<file path="src/logic/trr_pkg.sv">
// Constants for the telemetry readback register bank.
// Assumes a protocol engine on the same clock hands over decoded commands.
// Behaviour
// - Info register bit 5 is ECC status, one means clean; other bits zero.
// - ECC bit refreshed after restore, reset command, power-on and bulk read.
// - Info register is read-only and answers with two bytes.
// - Code 0x88 returns input voltage, unpaged, short float word.
// - Code 0x8B returns paged output voltage in unsigned fixed format.
// - Code 0x89 returns total input current, the sum of both channels.
// - Code 0xED returns paged input current, offset plus current times duty.
// - Code 0x8C returns paged average output current in amperes.
// - Code 0x8D returns paged external temperature used for compensation.
// - Code 0x8E returns unpaged die temperature affecting nothing else.
// - Code 0x94 returns paged top gate duty cycle in percent.
// - Code 0x95 returns unpaged switching frequency in kHz.
// - Code 0x96 returns paged output power from a correlated pair.
// - Hold peak output voltage 0xDD paged and input voltage 0xDE.
// - Hold peak output current 0xD7 and external temperature 0xDF per page.
// - Hold peak die temperature at unpaged code 0xF4.
// - Peaks cleared only by clear-peaks command; reads leave them alone.
// - Code 0xD8 is a read/write select byte, reset 0x00.
// - Code 0xDA flags each parameter converted in the short loop since last cleared.
// - Telemetry reads are read-only two-byte words in their formats.
// - Select 0x0D runs the short loop; 0x00 restores the full loop.
// - Reserved select monitors die temperature and raises invalid data.
// - Status bits 0 to 3 set on conversion, cleared by writing one; code sets them only while select is 0x0D.
package trr_pkg;
	localparam logic [7:0] CODE_VIN        = 8'h88;
	localparam logic [7:0] CODE_IIN_TOTAL  = 8'h89;
	localparam logic [7:0] CODE_VOUT       = 8'h8b;
	localparam logic [7:0] CODE_IOUT       = 8'h8c;
	localparam logic [7:0] CODE_TEMP_EXT   = 8'h8d;
	localparam logic [7:0] CODE_TEMP_DIE   = 8'h8e;
	localparam logic [7:0] CODE_DUTY       = 8'h94;
	localparam logic [7:0] CODE_FREQ       = 8'h95;
	localparam logic [7:0] CODE_POUT       = 8'h96;
	localparam logic [7:0] CODE_IOUT_PEAK  = 8'hd7;
	localparam logic [7:0] CODE_ADC_SEL    = 8'hd8;
	localparam logic [7:0] CODE_ADC_STATUS = 8'hda;
	localparam logic [7:0] CODE_VOUT_PEAK  = 8'hdd;
	localparam logic [7:0] CODE_VIN_PEAK   = 8'hde;
	localparam logic [7:0] CODE_TEXT_PEAK  = 8'hdf;
	localparam logic [7:0] CODE_IIN_CHAN   = 8'hed;
	localparam logic [7:0] CODE_TDIE_PEAK  = 8'hf4;
	localparam logic [7:0] CODE_INFO       = 8'hb6;

	// Select values, also used to name conversion results
	localparam logic [7:0] SEL_FULL_LOOP   = 8'h00;
	localparam logic [7:0] SEL_VIN         = 8'h01;
	localparam logic [7:0] SEL_DIE_TEMP    = 8'h04;
	localparam logic [7:0] SEL_VOUT0       = 8'h05;
	localparam logic [7:0] SEL_IOUT0       = 8'h06;
	localparam logic [7:0] SEL_TEMP0       = 8'h08;
	localparam logic [7:0] SEL_VOUT1       = 8'h09;
	localparam logic [7:0] SEL_IOUT1       = 8'h0a;
	localparam logic [7:0] SEL_TEMP1       = 8'h0c;
	localparam logic [7:0] SEL_SHORT_LOOP  = 8'h0d;

	localparam logic [7:0] ADC_SEL_RESET   = 8'h00;
	localparam int         INFO_ECC_BIT    = 5;
	localparam int         STATUS_BITS     = 4;
	localparam logic [1:0] BYTES_NONE      = 2'h0;
	localparam logic [1:0] BYTES_ONE       = 2'h1;
	localparam logic [1:0] BYTES_TWO       = 2'h2;

	// Slots of measured values that also have a peak
	typedef enum logic [2:0] {
		SLOT_VIN   = 3'h0,
		SLOT_DIE   = 3'h1,
		SLOT_VOUT0 = 3'h2,
		SLOT_VOUT1 = 3'h3,
		SLOT_IOUT0 = 3'h4,
		SLOT_IOUT1 = 3'h5,
		SLOT_TEMP0 = 3'h6,
		SLOT_TEMP1 = 3'h7
	} trr_slot_t;
	localparam int NUM_SLOTS = 8;
endpackage

</file>
<file path="src/logic/trr_regs.sv">
// Telemetry readback register bank: readings, peaks, ADC select and status.
// Assumes the command engine, ADC and arithmetic unit share i_clock.
`timescale 1ns/1ps
module trr_regs #(
	parameter int DATA_W = 16
) (
	input  wire logic              i_clock,
	input  wire logic              i_rst,
	input  wire logic              i_page,
	input  wire logic              i_access,
	input  wire logic              i_write,
	input  wire logic [7:0]        i_code,
	input  wire logic [DATA_W-1:0] i_wdata,
	input  wire logic              i_conv_valid,
	input  wire logic [7:0]        i_conv_param,
	input  wire logic [DATA_W-1:0] i_conv_value,
	input  wire logic              i_calc_valid,
	input  wire logic [DATA_W-1:0] i_calc_iin_ch0,
	input  wire logic [DATA_W-1:0] i_calc_iin_ch1,
	input  wire logic [DATA_W-1:0] i_calc_iin_total,
	input  wire logic [DATA_W-1:0] i_calc_duty_ch0,
	input  wire logic [DATA_W-1:0] i_calc_duty_ch1,
	input  wire logic [DATA_W-1:0] i_calc_pout_ch0,
	input  wire logic [DATA_W-1:0] i_calc_pout_ch1,
	input  wire logic [DATA_W-1:0] i_calc_freq,
	input  wire logic              i_clear_peaks,
	input  wire logic              i_ecc_update,
	input  wire logic              i_ecc_clean,
	output logic [DATA_W-1:0]      o_rdata,
	output logic                   o_rvalid,
	output logic [1:0]             o_byte_count,
	output logic                   o_invalid_cmd,
	output logic                   o_invalid_data,
	output logic [7:0]             o_adc_select,
	output logic                   o_short_loop
);
	// ****************************************************************
	// Helpers
	// ****************************************************************
	// Short float to a common fixed scale so peaks compare by true value
	function automatic logic signed [47:0] l11_scale(input logic [15:0] v);
		logic signed [47:0] m;
		logic        [4:0]  sh;
		m  = {{37{v[10]}}, v[10:0]};
		sh = {~v[15], v[14:11]};
		return m <<< sh;
	endfunction

	function automatic logic sel_valid(input logic [7:0] s);
		unique case (s)
			trr_pkg::SEL_FULL_LOOP, trr_pkg::SEL_VIN, trr_pkg::SEL_DIE_TEMP,
			trr_pkg::SEL_VOUT0, trr_pkg::SEL_IOUT0, trr_pkg::SEL_TEMP0,
			trr_pkg::SEL_VOUT1, trr_pkg::SEL_IOUT1, trr_pkg::SEL_TEMP1,
			trr_pkg::SEL_SHORT_LOOP: sel_valid = 1'b1;
			default:                 sel_valid = 1'b0;
		endcase
	endfunction

	localparam logic [7:0] SLOT_PARAM [trr_pkg::NUM_SLOTS] = '{
		trr_pkg::SEL_VIN, trr_pkg::SEL_DIE_TEMP, trr_pkg::SEL_VOUT0, trr_pkg::SEL_VOUT1,
		trr_pkg::SEL_IOUT0, trr_pkg::SEL_IOUT1, trr_pkg::SEL_TEMP0, trr_pkg::SEL_TEMP1};
	localparam logic SLOT_UNSIGNED [trr_pkg::NUM_SLOTS] = '{
		1'b0, 1'b0, 1'b1, 1'b1, 1'b0, 1'b0, 1'b0, 1'b0};

	wire logic rd_req = i_access & ~i_write;
	wire logic wr_req = i_access & i_write;

	// ****************************************************************
	// Measured readings and peaks
	// ****************************************************************
	logic [DATA_W-1:0] reading_q [trr_pkg::NUM_SLOTS];
	logic [DATA_W-1:0] peak_q    [trr_pkg::NUM_SLOTS];
	logic              peak_ok_q [trr_pkg::NUM_SLOTS];

	genvar g;
	generate
		for (g = 0; g < trr_pkg::NUM_SLOTS; g++) begin : g_slot
			wire logic hit = i_conv_valid && (i_conv_param == SLOT_PARAM[g]);
			wire logic higher = SLOT_UNSIGNED[g] ? (i_conv_value > peak_q[g]) :
				(l11_scale(i_conv_value) > l11_scale(peak_q[g]));

			always_ff @(posedge i_clock or posedge i_rst) begin
				if (i_rst) begin
					reading_q[g] <= '0;
				end else if (hit) begin
					reading_q[g] <= i_conv_value;
				end
			end

			// Clear only by command; a result in the same cycle starts the new peak
			always_ff @(posedge i_clock or posedge i_rst) begin
				if (i_rst) begin
					peak_q[g]    <= '0;
					peak_ok_q[g] <= 1'b0;
				end else if (hit && (i_clear_peaks || !peak_ok_q[g] || higher)) begin
					peak_q[g]    <= i_conv_value;
					peak_ok_q[g] <= 1'b1;
				end else if (i_clear_peaks) begin
					peak_q[g]    <= '0;
					peak_ok_q[g] <= 1'b0;
				end
			end
		end
	endgenerate

	// ****************************************************************
	// Calculated values
	// ****************************************************************
	logic [DATA_W-1:0] iin_ch_q [2];
	logic [DATA_W-1:0] duty_q   [2];
	logic [DATA_W-1:0] pout_q   [2];
	logic [DATA_W-1:0] iin_total_q;
	logic [DATA_W-1:0] freq_q;

	// Loaded as one set so power pairs with its own voltage and current
	always_ff @(posedge i_clock or posedge i_rst) begin
		if (i_rst) begin
			iin_ch_q[0] <= '0;
			iin_ch_q[1] <= '0;
			duty_q[0]   <= '0;
			duty_q[1]   <= '0;
			pout_q[0]   <= '0;
			pout_q[1]   <= '0;
			iin_total_q <= '0;
			freq_q      <= '0;
		end else if (i_calc_valid) begin
			iin_ch_q[0] <= i_calc_iin_ch0;
			iin_ch_q[1] <= i_calc_iin_ch1;
			iin_total_q <= i_calc_iin_total;
			duty_q[0]   <= i_calc_duty_ch0;
			duty_q[1]   <= i_calc_duty_ch1;
			pout_q[0]   <= i_calc_pout_ch0;
			pout_q[1]   <= i_calc_pout_ch1;
			freq_q      <= i_calc_freq;
		end
	end

	// ****************************************************************
	// ECC status
	// ****************************************************************
	logic ecc_q;
	logic ecc_por_q;

	// Power-on capture happens on the first edge after release
	always_ff @(posedge i_clock or posedge i_rst) begin
		if (i_rst) begin
			ecc_q     <= 1'b0;
			ecc_por_q <= 1'b1;
		end else begin
			ecc_por_q <= 1'b0;
			if (ecc_por_q || i_ecc_update) begin
				ecc_q <= i_ecc_clean;
			end
		end
	end

	// ****************************************************************
	// ADC select and conversion status
	// ****************************************************************
	logic [7:0]                     adc_sel_q;
	logic [trr_pkg::STATUS_BITS-1:0] status_q;
	logic [trr_pkg::STATUS_BITS-1:0] status_set;
	logic [trr_pkg::STATUS_BITS-1:0] status_clr;

	always_ff @(posedge i_clock or posedge i_rst) begin
		if (i_rst) begin
			adc_sel_q <= trr_pkg::ADC_SEL_RESET;
		end else if (wr_req && i_code == trr_pkg::CODE_ADC_SEL) begin
			adc_sel_q <= i_wdata[7:0];
		end
	end

	always_comb begin
		status_set = '0;
		if (i_conv_valid && adc_sel_q == trr_pkg::SEL_SHORT_LOOP) begin
			status_set[0] = (i_conv_param == trr_pkg::SEL_VOUT0);
			status_set[1] = (i_conv_param == trr_pkg::SEL_IOUT0);
			status_set[2] = (i_conv_param == trr_pkg::SEL_VOUT1);
			status_set[3] = (i_conv_param == trr_pkg::SEL_IOUT1);
		end
		status_clr = '0;
		if (wr_req && i_code == trr_pkg::CODE_ADC_STATUS) begin
			status_clr = i_wdata[trr_pkg::STATUS_BITS-1:0];
		end
	end

	// A conversion landing on the clearing write is kept
	always_ff @(posedge i_clock or posedge i_rst) begin
		if (i_rst) begin
			status_q <= '0;
		end else begin
			status_q <= (status_q & ~status_clr) | status_set;
		end
	end

	// Effective selection for the ADC sequencer
	always_ff @(posedge i_clock or posedge i_rst) begin
		if (i_rst) begin
			o_adc_select   <= trr_pkg::ADC_SEL_RESET;
			o_short_loop   <= 1'b0;
			o_invalid_data <= 1'b0;
		end else begin
			o_adc_select   <= sel_valid(adc_sel_q) ? adc_sel_q : trr_pkg::SEL_DIE_TEMP;
			o_short_loop   <= (adc_sel_q == trr_pkg::SEL_SHORT_LOOP);
			o_invalid_data <= ~sel_valid(adc_sel_q);
		end
	end

	// ****************************************************************
	// Read answer
	// ****************************************************************
	logic [DATA_W-1:0] rd_d;
	logic [1:0]        cnt_d;
	logic              ro_d;
	logic [2:0]        pg;

	always_comb begin
		pg    = {2'h0, i_page};
		rd_d  = '0;
		cnt_d = trr_pkg::BYTES_TWO;
		ro_d  = 1'b1;
		unique case (i_code)
			trr_pkg::CODE_VIN:        rd_d = reading_q[trr_pkg::SLOT_VIN];
			trr_pkg::CODE_VOUT:       rd_d = reading_q[3'(trr_pkg::SLOT_VOUT0 + pg)];
			trr_pkg::CODE_IIN_TOTAL:  rd_d = iin_total_q;
			trr_pkg::CODE_IIN_CHAN:   rd_d = iin_ch_q[i_page];
			trr_pkg::CODE_IOUT:       rd_d = reading_q[3'(trr_pkg::SLOT_IOUT0 + pg)];
			trr_pkg::CODE_TEMP_EXT:   rd_d = reading_q[3'(trr_pkg::SLOT_TEMP0 + pg)];
			trr_pkg::CODE_TEMP_DIE:   rd_d = reading_q[trr_pkg::SLOT_DIE];
			trr_pkg::CODE_DUTY:       rd_d = duty_q[i_page];
			trr_pkg::CODE_FREQ:       rd_d = freq_q;
			trr_pkg::CODE_POUT:       rd_d = pout_q[i_page];
			trr_pkg::CODE_VOUT_PEAK:  rd_d = peak_q[3'(trr_pkg::SLOT_VOUT0 + pg)];
			trr_pkg::CODE_VIN_PEAK:   rd_d = peak_q[trr_pkg::SLOT_VIN];
			trr_pkg::CODE_IOUT_PEAK:  rd_d = peak_q[3'(trr_pkg::SLOT_IOUT0 + pg)];
			trr_pkg::CODE_TEXT_PEAK:  rd_d = peak_q[3'(trr_pkg::SLOT_TEMP0 + pg)];
			trr_pkg::CODE_TDIE_PEAK:  rd_d = peak_q[trr_pkg::SLOT_DIE];
			trr_pkg::CODE_INFO: begin
				rd_d[trr_pkg::INFO_ECC_BIT] = ecc_q;
			end
			trr_pkg::CODE_ADC_SEL: begin
				rd_d  = {8'h00, adc_sel_q};
				cnt_d = trr_pkg::BYTES_ONE;
				ro_d  = 1'b0;
			end
			trr_pkg::CODE_ADC_STATUS: begin
				rd_d  = {12'h000, status_q};
				cnt_d = trr_pkg::BYTES_ONE;
				ro_d  = 1'b0;
			end
			default: begin
				// Codes owned by other blocks: no bytes, no fault here
				cnt_d = trr_pkg::BYTES_NONE;
				ro_d  = 1'b0;
			end
		endcase
	end

	always_ff @(posedge i_clock or posedge i_rst) begin
		if (i_rst) begin
			o_rdata       <= '0;
			o_rvalid      <= 1'b0;
			o_byte_count  <= trr_pkg::BYTES_NONE;
			o_invalid_cmd <= 1'b0;
		end else begin
			o_rvalid      <= rd_req;
			o_invalid_cmd <= wr_req & ro_d;
			if (rd_req) begin
				o_rdata      <= rd_d;
				o_byte_count <= cnt_d;
			end
		end
	end
endmodule

</file>
<file path="config.mk">
export PLATFORM = sky130hd
export DESIGN_NAME = trr_regs
export DESIGN_NICKNAME = d
export VERILOG_FILES = /design/src/logic/trr_pkg.sv /design/src/logic/trr_regs.sv
export SDC_FILE = /design/constraint.sdc
export NUM_CORES = 2
export LEC_CHECK = 0
export BUFFER_PORTS_ARGS = -buffer_cell sky130_fd_sc_hd__buf_2
export CAP_MARGIN = 40
export CORE_ASPECT_RATIO = 1.25
export CORE_MARGIN = 2
export CORE_UTILIZATION = 30
export CTS_BUF_LIST = sky130_fd_sc_hd__clkbuf_2
export DETAILED_ROUTE_END_ITERATION = 6
export PLACE_DENSITY = 0.48
export SYNTH_ARGS = -nofsm -noshare
export SYNTH_HDL_FRONTEND = slang
export SYNTH_SLANG_ARGS = --single-unit
</file>
<file path="constraint.sdc">
create_clock -name i_clock -period 34.3 [get_ports i_clock]
set_input_delay 3.43 -clock i_clock [delete_from_list [all_inputs] [get_ports i_clock]]
set_output_delay 3.43 -clock i_clock [all_outputs]
set_load 0.03 [all_outputs]
</file>
Word-level counts from Yosys, hierarchy flattened
Memory sizes are Yosys's and may differ from the RTL's.
Cells that the tools add are included.
- register bits: 436
- ROM bits: 32
- input bits: 186
- output and inout port bits: 30
- memories kept: 2
- add/subtract/negate cells: 3
- order comparisons: 12
- eq/ne operators: 27
- shifts and indexed selects: 7
- muxes and demuxes: 55
- bitwise operators: 19
- reduce and logical (&&, ||, !) cells: 55
- memories (name ; words ; bits a word ; read ports ; clocked after Yosys merged registers in ; write ports ; RTL line ; RTL):
    (name not given) ; 16 ; 1 ; 1 ; 0 ; 0 ; trr_regs.sv:50 ; unique case (s)
    (name not given) ; 16 ; 1 ; 1 ; 0 ; 0 ; trr_regs.sv:50 ;
- operators with widths (operator ; number):
    $mux W16 ; 30
    $sshl A11 B5 Y48 ; 7
    $bmux W16 S3 ; 6
    $gt A48 B48 Y1 ; 6
    $pmux W10 S16 ; 1
    $eq A8 B8 Y1 const B ; 18
    $pmux W5 S17 ; 1
    $eq A8 B4 Y1 const B ; 5
    $gt A16 B16 Y1 ; 2
    $eq A8 B3 Y1 const B ; 3
    $logic_and A1 B1 Y1 ; 19
    $logic_or A1 B1 Y1 ; 17
    $pmux W1 S17 ; 1
    $reduce_bool A2 Y1 ; 8
    $reduce_or A16 Y1 ; 1
    $ge A4 B4 Y1 const B ; 3
    $mux W1 ; 12
    $not A3 Y4 ; 3
    $not A1 Y1 ; 9
    $eq A8 B1 Y1 const B ; 1
    $logic_not A1 Y1 ; 8
    $mux W4 ; 2
    $mux W8 ; 1
    $and A4 B4 Y4 ; 1
    other kinds (11) ; 13

Depth between registers and ports, before layout
- word-level depth: 6
- depth in mapped cells: 21
- gate-level depth less buffers: 17

Least setup slack after synthesis
No wires, ideal clock.
- path kind: input -> register
- from: input i_conv_value[11]
- to: register peak_q[32] (netlist name)
- library setup time: 0.121 ns
- data arrival time: 7.276 ns
- required time: 34.179 ns
- path slack: 26.903 ns
- cell stages on the path: 18
- cell sequence: clkbuf_1 -> inv_1 -> clkbuf_1 -> mux2i_1 -> mux2i_1 -> nand2_1 -> o21ai_0 -> o21ai_0 -> ha_1 -> nand2_1 -> or2_0 -> or4_4 -> nor4_4 -> a211oi_1 -> mux2i_1 -> o211ai_2 -> buf_4 -> a22o_1
- longest elaborated chain between the ends: 5
- RTL lines (element ; RTL line ; RTL):
    start: declaration ; trr_regs.sv:16 ; input wire logic [DATA_W-1:0] i_conv_value,
    $sshl A11 B5 Y48 (*) ; trr_regs.sv:46 ; return m <<< sh;
    $gt A48 B48 Y1 (*) ; trr_regs.sv:80 ; (l11_scale(i_conv_value) > l11_scale(peak_q[g]));
    $logic_or A1 B1 Y1 (*) ; trr_regs.sv:95 ; end else if (hit && (i_clear_peaks || !peak_ok_q[g] || higher)) begin
    $logic_and A1 B1 Y1 (*) ; trr_regs.sv:95 ;
    $mux W16 / $reduce_bool A2 Y1 (equally long branches) ; - ;
    end signal: indexed assignment ; trr_regs.sv:96 ; peak_q[g] <= i_conv_value;
    end: declaration ; trr_regs.sv:72 ; logic [DATA_W-1:0] peak_q [trr_pkg::NUM_SLOTS];
Mark *: on every way between the ends. The rest lies on a longest branch, timed or not.
A chain may end at the register's enable or synchronous reset.

Worst setup path in the final report
- from: input i_conv_value[5]
- to: register peak_q[106] (netlist name)
Same word-level chain as after synthesis.

==> impl_results.rst <==
.. list-table::
   :header-rows: 1

   * - Metric
     - Value
   * - Outcome
     - complete, but fails checks
   * - Number of distinct library cell variants in the gate-level netlist after synthesis
     - 79
   * - Clock share of power
     - 0.319
   * - Pin count of the biggest net entering global routing
     - 107
   * - Aggregate routed wire length
     - 140000 um
   * - Total instance count after detailed placement
     - 4937
   * - Setup clock skew after layout
     - 131 ps
   * - Count of state elements after synthesis
     - 436
   * - Min-delay src
     - reading_q[112]
   * - Num CTS Buffers
     - 106
   * - Placeable core region
     - 105000 sq um
   * - Routed length per instance
     - 27.3 um
   * - Clock tree from TritonCTS
     - yes
   * - Sum of negative setup slack
     - 0 ps
   * - Share of flip-flops with an asynchronous set or reset after synthesis
     - 1.00
   * - GR Util All Layers
     - 0.256
   * - Clock network latency to the later pin of the worst-skew pair
     - 1310 ps
   * - Max-Cap Viols
     - 0
   * - Cell mode on critical path
     - a21oi_1
   * - Number of buffers on the longest clock path
     - 3
   * - Fraction of the core area covered by cells at the end of the flow
     - 0.340
   * - Leakage power figure
     - 15.6 nW
   * - YS warnings
     - 0
   * - Highest Clock Rate
     - 128 MHz
   * - CTS clk-pin slew, worst paths
     - 100 ps
   * - Clk Tree Root Cell
     - clkbuf_2
   * - Violated checks
     - DRC
   * - DR vias/cell
     - 5.69
   * - Period Utilization, post-route
     - 0.228
   * - Critical path buffers and inverters
     - 2
   * - Number of enable flip-flop cells after synthesis
     - 0
   * - Starting DRT DRC Count
     - 2569
   * - Number of nets in the layout
     - 4098
   * - Reg power frac
     - 0.483
   * - Final number of setup-violating endpoints
     - 0
   * - RSZ-0062 raised after global routing
     - false
   * - Longest individual stage delay on the worst path
     - 740 ps
   * - Initial Util
     - 0.302
   * - Initial antenna violation count
     - 6
   * - Required @ worst endpoint
     - 35390 ps
   * - Crit-path cells
     - buf_2, inv_1, o21ai_0, nor2_1, a21oi_1, nand2_1, o211a_1, a21oi_1, and2_1, ha_1, and4_1, a221o_1, a2111oi_0, o2111ai_1, a21boi_0, o21a_1, a22o_1
   * - Clock tree sinks
     - 436
   * - Pint
     - 0.755 mW
   * - Type of the most critical hold path
     - flop to flop
   * - Fraction of layout cells with a size suffix above 1
     - 0.211
   * - Area growth syn-to-layout
     - 12.7%
   * - Row count
     - 133
   * - Worst slew margin relative to its limit
     - 0.267
   * - Switch Pwr
     - 0.389 mW
   * - Number of H-tree levels
     - 3
   * - Die Footprint
     - 108000 sq um
   * - DIE HEIGHT
     - 367 um
   * - Switching fraction of total power
     - 0.340
   * - Commonest register cell after synthesis
     - dfrtp_1
   * - Worst setup startpoint
     - i_conv_value[5]
   * - Avg Inst Size Synth
     - 9.23 sq um
   * - Wire length of the first global-routing pass
     - 202000 um
   * - Most frequent cells in the layout
     - dfrtp_1, nand2_1, ha_1
   * - Count of port buffers added during placement
     - 207
   * - CP top delay family
     - compound AO/OA/AOI/OAI gates
   * - Pre-antenna DRT Iters
     - 7
   * - Pwr per Cell Area
     - 32.1 nW/um^2
   * - Top-level port count
     - 216
   * - Start-to-end type of the worst setup path
     - input pin to flop
   * - Combinational group share of total power
     - 0.198
   * - Post-synth design cell area
     - 31700 sq um
   * - Via count of the first global-routing pass
     - 28749
   * - Final critical delay including setup and external delays
     - 7830 ps
   * - Number of buffers inserted by post-CTS setup repair
     - 0
   * - Post-cts gate resize count
     - 0
   * - Highest fanout seen on the critical path
     - 16
   * - Critical register-to-register path startpoint
     - peak_q[44]
   * - Register area share after synthesis
     - 0.345
   * - Highest-delay cell along the critical path
     - and2_1
   * - Peak supply drop
     - 0.0255 mV
   * - Hold buffers post-CTS
     - 0
   * - Half-perimeter wire length after placement
     - 104000 um
   * - Crit path capture type
     - flop
   * - Final non-filler cell total
     - 5125
   * - Max-slew violation count
     - 0
   * - Number of antenna-violating nets in the routed design
     - 0
   * - Worst-Margin Slew
     - 1100 ps
   * - Register-to-Register Setup Slack
     - 29160 ps
   * - Remaining Overflow, GRT
     - 0
   * - Final worst hold slack
     - 490 ps
   * - Mapped Cells
     - 3430
   * - Most common cell after layout, fill and taps aside
     - dfrtp_1
   * - # DRC
     - 3
   * - Hold Vio Cnt, Final
     - 0
   * - Via count
     - 29175
   * - RD Place Congestion
     - 0.937
   * - Crit path DAT
     - 8920 ps
   * - Die width
     - 295 um
   * - Critical Path Start Type
     - input pin
cell type report:
class / instances / area [sq um]
Fill cell: 11023 / 69300
Multi-Input combinational cell: 2670 / 19600
Sequential cell: 436 / 10900
Timing Repair Buffer: 318 / 2070
Tap cell: 1417 / 1770
Clock buffer: 147 / 736
Inverter: 96 / 368
Clock inverter: 35 / 209
Antenna cell: 6 / 15.0
power groups by stage:
stage | Sequential, mW | Clock (mW) | Combinational [mW]
global placement | 0.562 | 0 | 0.217
global route | 0.556 | 0.398 | 0.246
detailed placement | 0.563 | 0 | 0.224
floorplan | 0.559 | 0 | 0.129
finish | 0.553 | 0.365 | 0.226
CTS | 0.552 | 0.378 | 0.225
worst register-to-register path: stages (launching register included):
cell	delay [ps]
dfrtp_1	850
mux2_2	430
o21ai_0	510
o21ai_0	300
mux2i_1	340
or2_2	190
ha_1	240
a21o_1	180
a21o_1	170
a221oi_1	270
o211ai_1	160
a211oi_1	580
mux2i_1	280
o211ai_2	110
buf_6	190
a22o_1	240
routing by layer:
metal / global-route usage / part of all wire
met4: 0.151 / 0.066
met2: 0.431 / 0.48
met3: 0.0321 / 0.051
met1: 0.311 / 0.40
met5: 0 / 0
cells by family after synthesis:
| kind of cell | share of synthesized area |
|---|---|
| muxes | 0.146 |
| AOI/OAI and AO/OA | 0.229 |
| other | 0.000118 |
| xor gates and xnor gates | 0.000553 |
| buffers and inverters | 0.0394 |
| adders and majority gates | 0.112 |
| DFF | 0.345 |
| and+or+nand+nor | 0.128 |
flip-flops by register name, summed over array words and instances (netlist names):
register        count
peak_ok_q           8
o_adc_select        8
peak_q            128
o_short_loop        1
o_invalid_data      1
ecc_q               1
o_invalid_cmd       1
ecc_por_q           1
o_byte_count        2
duty_q             32
adc_sel_q           8
o_rvalid            1
status_q            4
iin_total_q        16
iin_ch_q           32
freq_q             16
pout_q             32
reading_q         128
o_rdata            16
cell usage after synthesis, types with 5 or more instances:
cell type / instances / area, sq um
dfrtp_1: 435 / 10900
nand2_1: 365 / 1370
ha_1: 284 / 3550
mux2_2: 253 / 2850
o21ai_0: 252 / 1260
a21oi_1: 241 / 1210
clkbuf_1: 204 / 766
nor2_1: 175 / 657
mux2i_1: 167 / 1670
a22o_1: 118 / 1030
a22oi_1: 87 / 653
inv_1: 86 / 323
nand4_1: 58 / 363
a21o_1: 53 / 398
nand3_1: 49 / 245
a21boi_0: 48 / 360
nor3_1: 47 / 235
o211ai_1: 44 / 330
nand2b_1: 36 / 225
and2_1: 32 / 200
o22ai_1: 32 / 200
a221oi_1: 28 / 245
nor2b_1: 26 / 163
a211oi_1: 25 / 188
a222oi_1: 21 / 210
and3_1: 20 / 125
a31oi_1: 18 / 113
buf_1: 16 / 60.1
o21a_1: 16 / 120
o32ai_1: 16 / 140
and4_1: 12 / 105
a221o_1: 11 / 110
buf_2: 11 / 55.1
or3_1: 11 / 68.8
o31a_1: 10 / 87.6
or2_2: 10 / 62.6
clkinv_1: 9 / 33.8
nor4_1: 7 / 43.8
o21ba_2: 7 / 70.1
o31ai_1: 6 / 45.0
o2111ai_1: 5 / 43.8
o211a_1: 5 / 50.1
o2bb2ai_1: 5 / 43.8
through the flow:
stage | power [mW] | worst slack [ps] | cell area, sq um
detailed placement | 0.786 | 25520 | 34700
global placement | 0.779 | 25310 | 34300
global route | 1.20 | 26330 | 35700
CTS | 1.15 | 26760 | 35700
finish | 1.14 | 26470 | 35700
floorplan | 0.689 | 18730 | 31700
worst paths after layout:
path                              endpoint  cells after the start
setup / recovery               peak_q[106]                     17
hold / removal              reading_q[112]                      2
setup reg to reg                peak_q[39]                     15
hold reg to reg             reading_q[112]                      2
max in group asynchronous  o_adc_select[4]                      5
min in group asynchronous       peak_q[62]                      2
(Power assumes the default switching activity.)
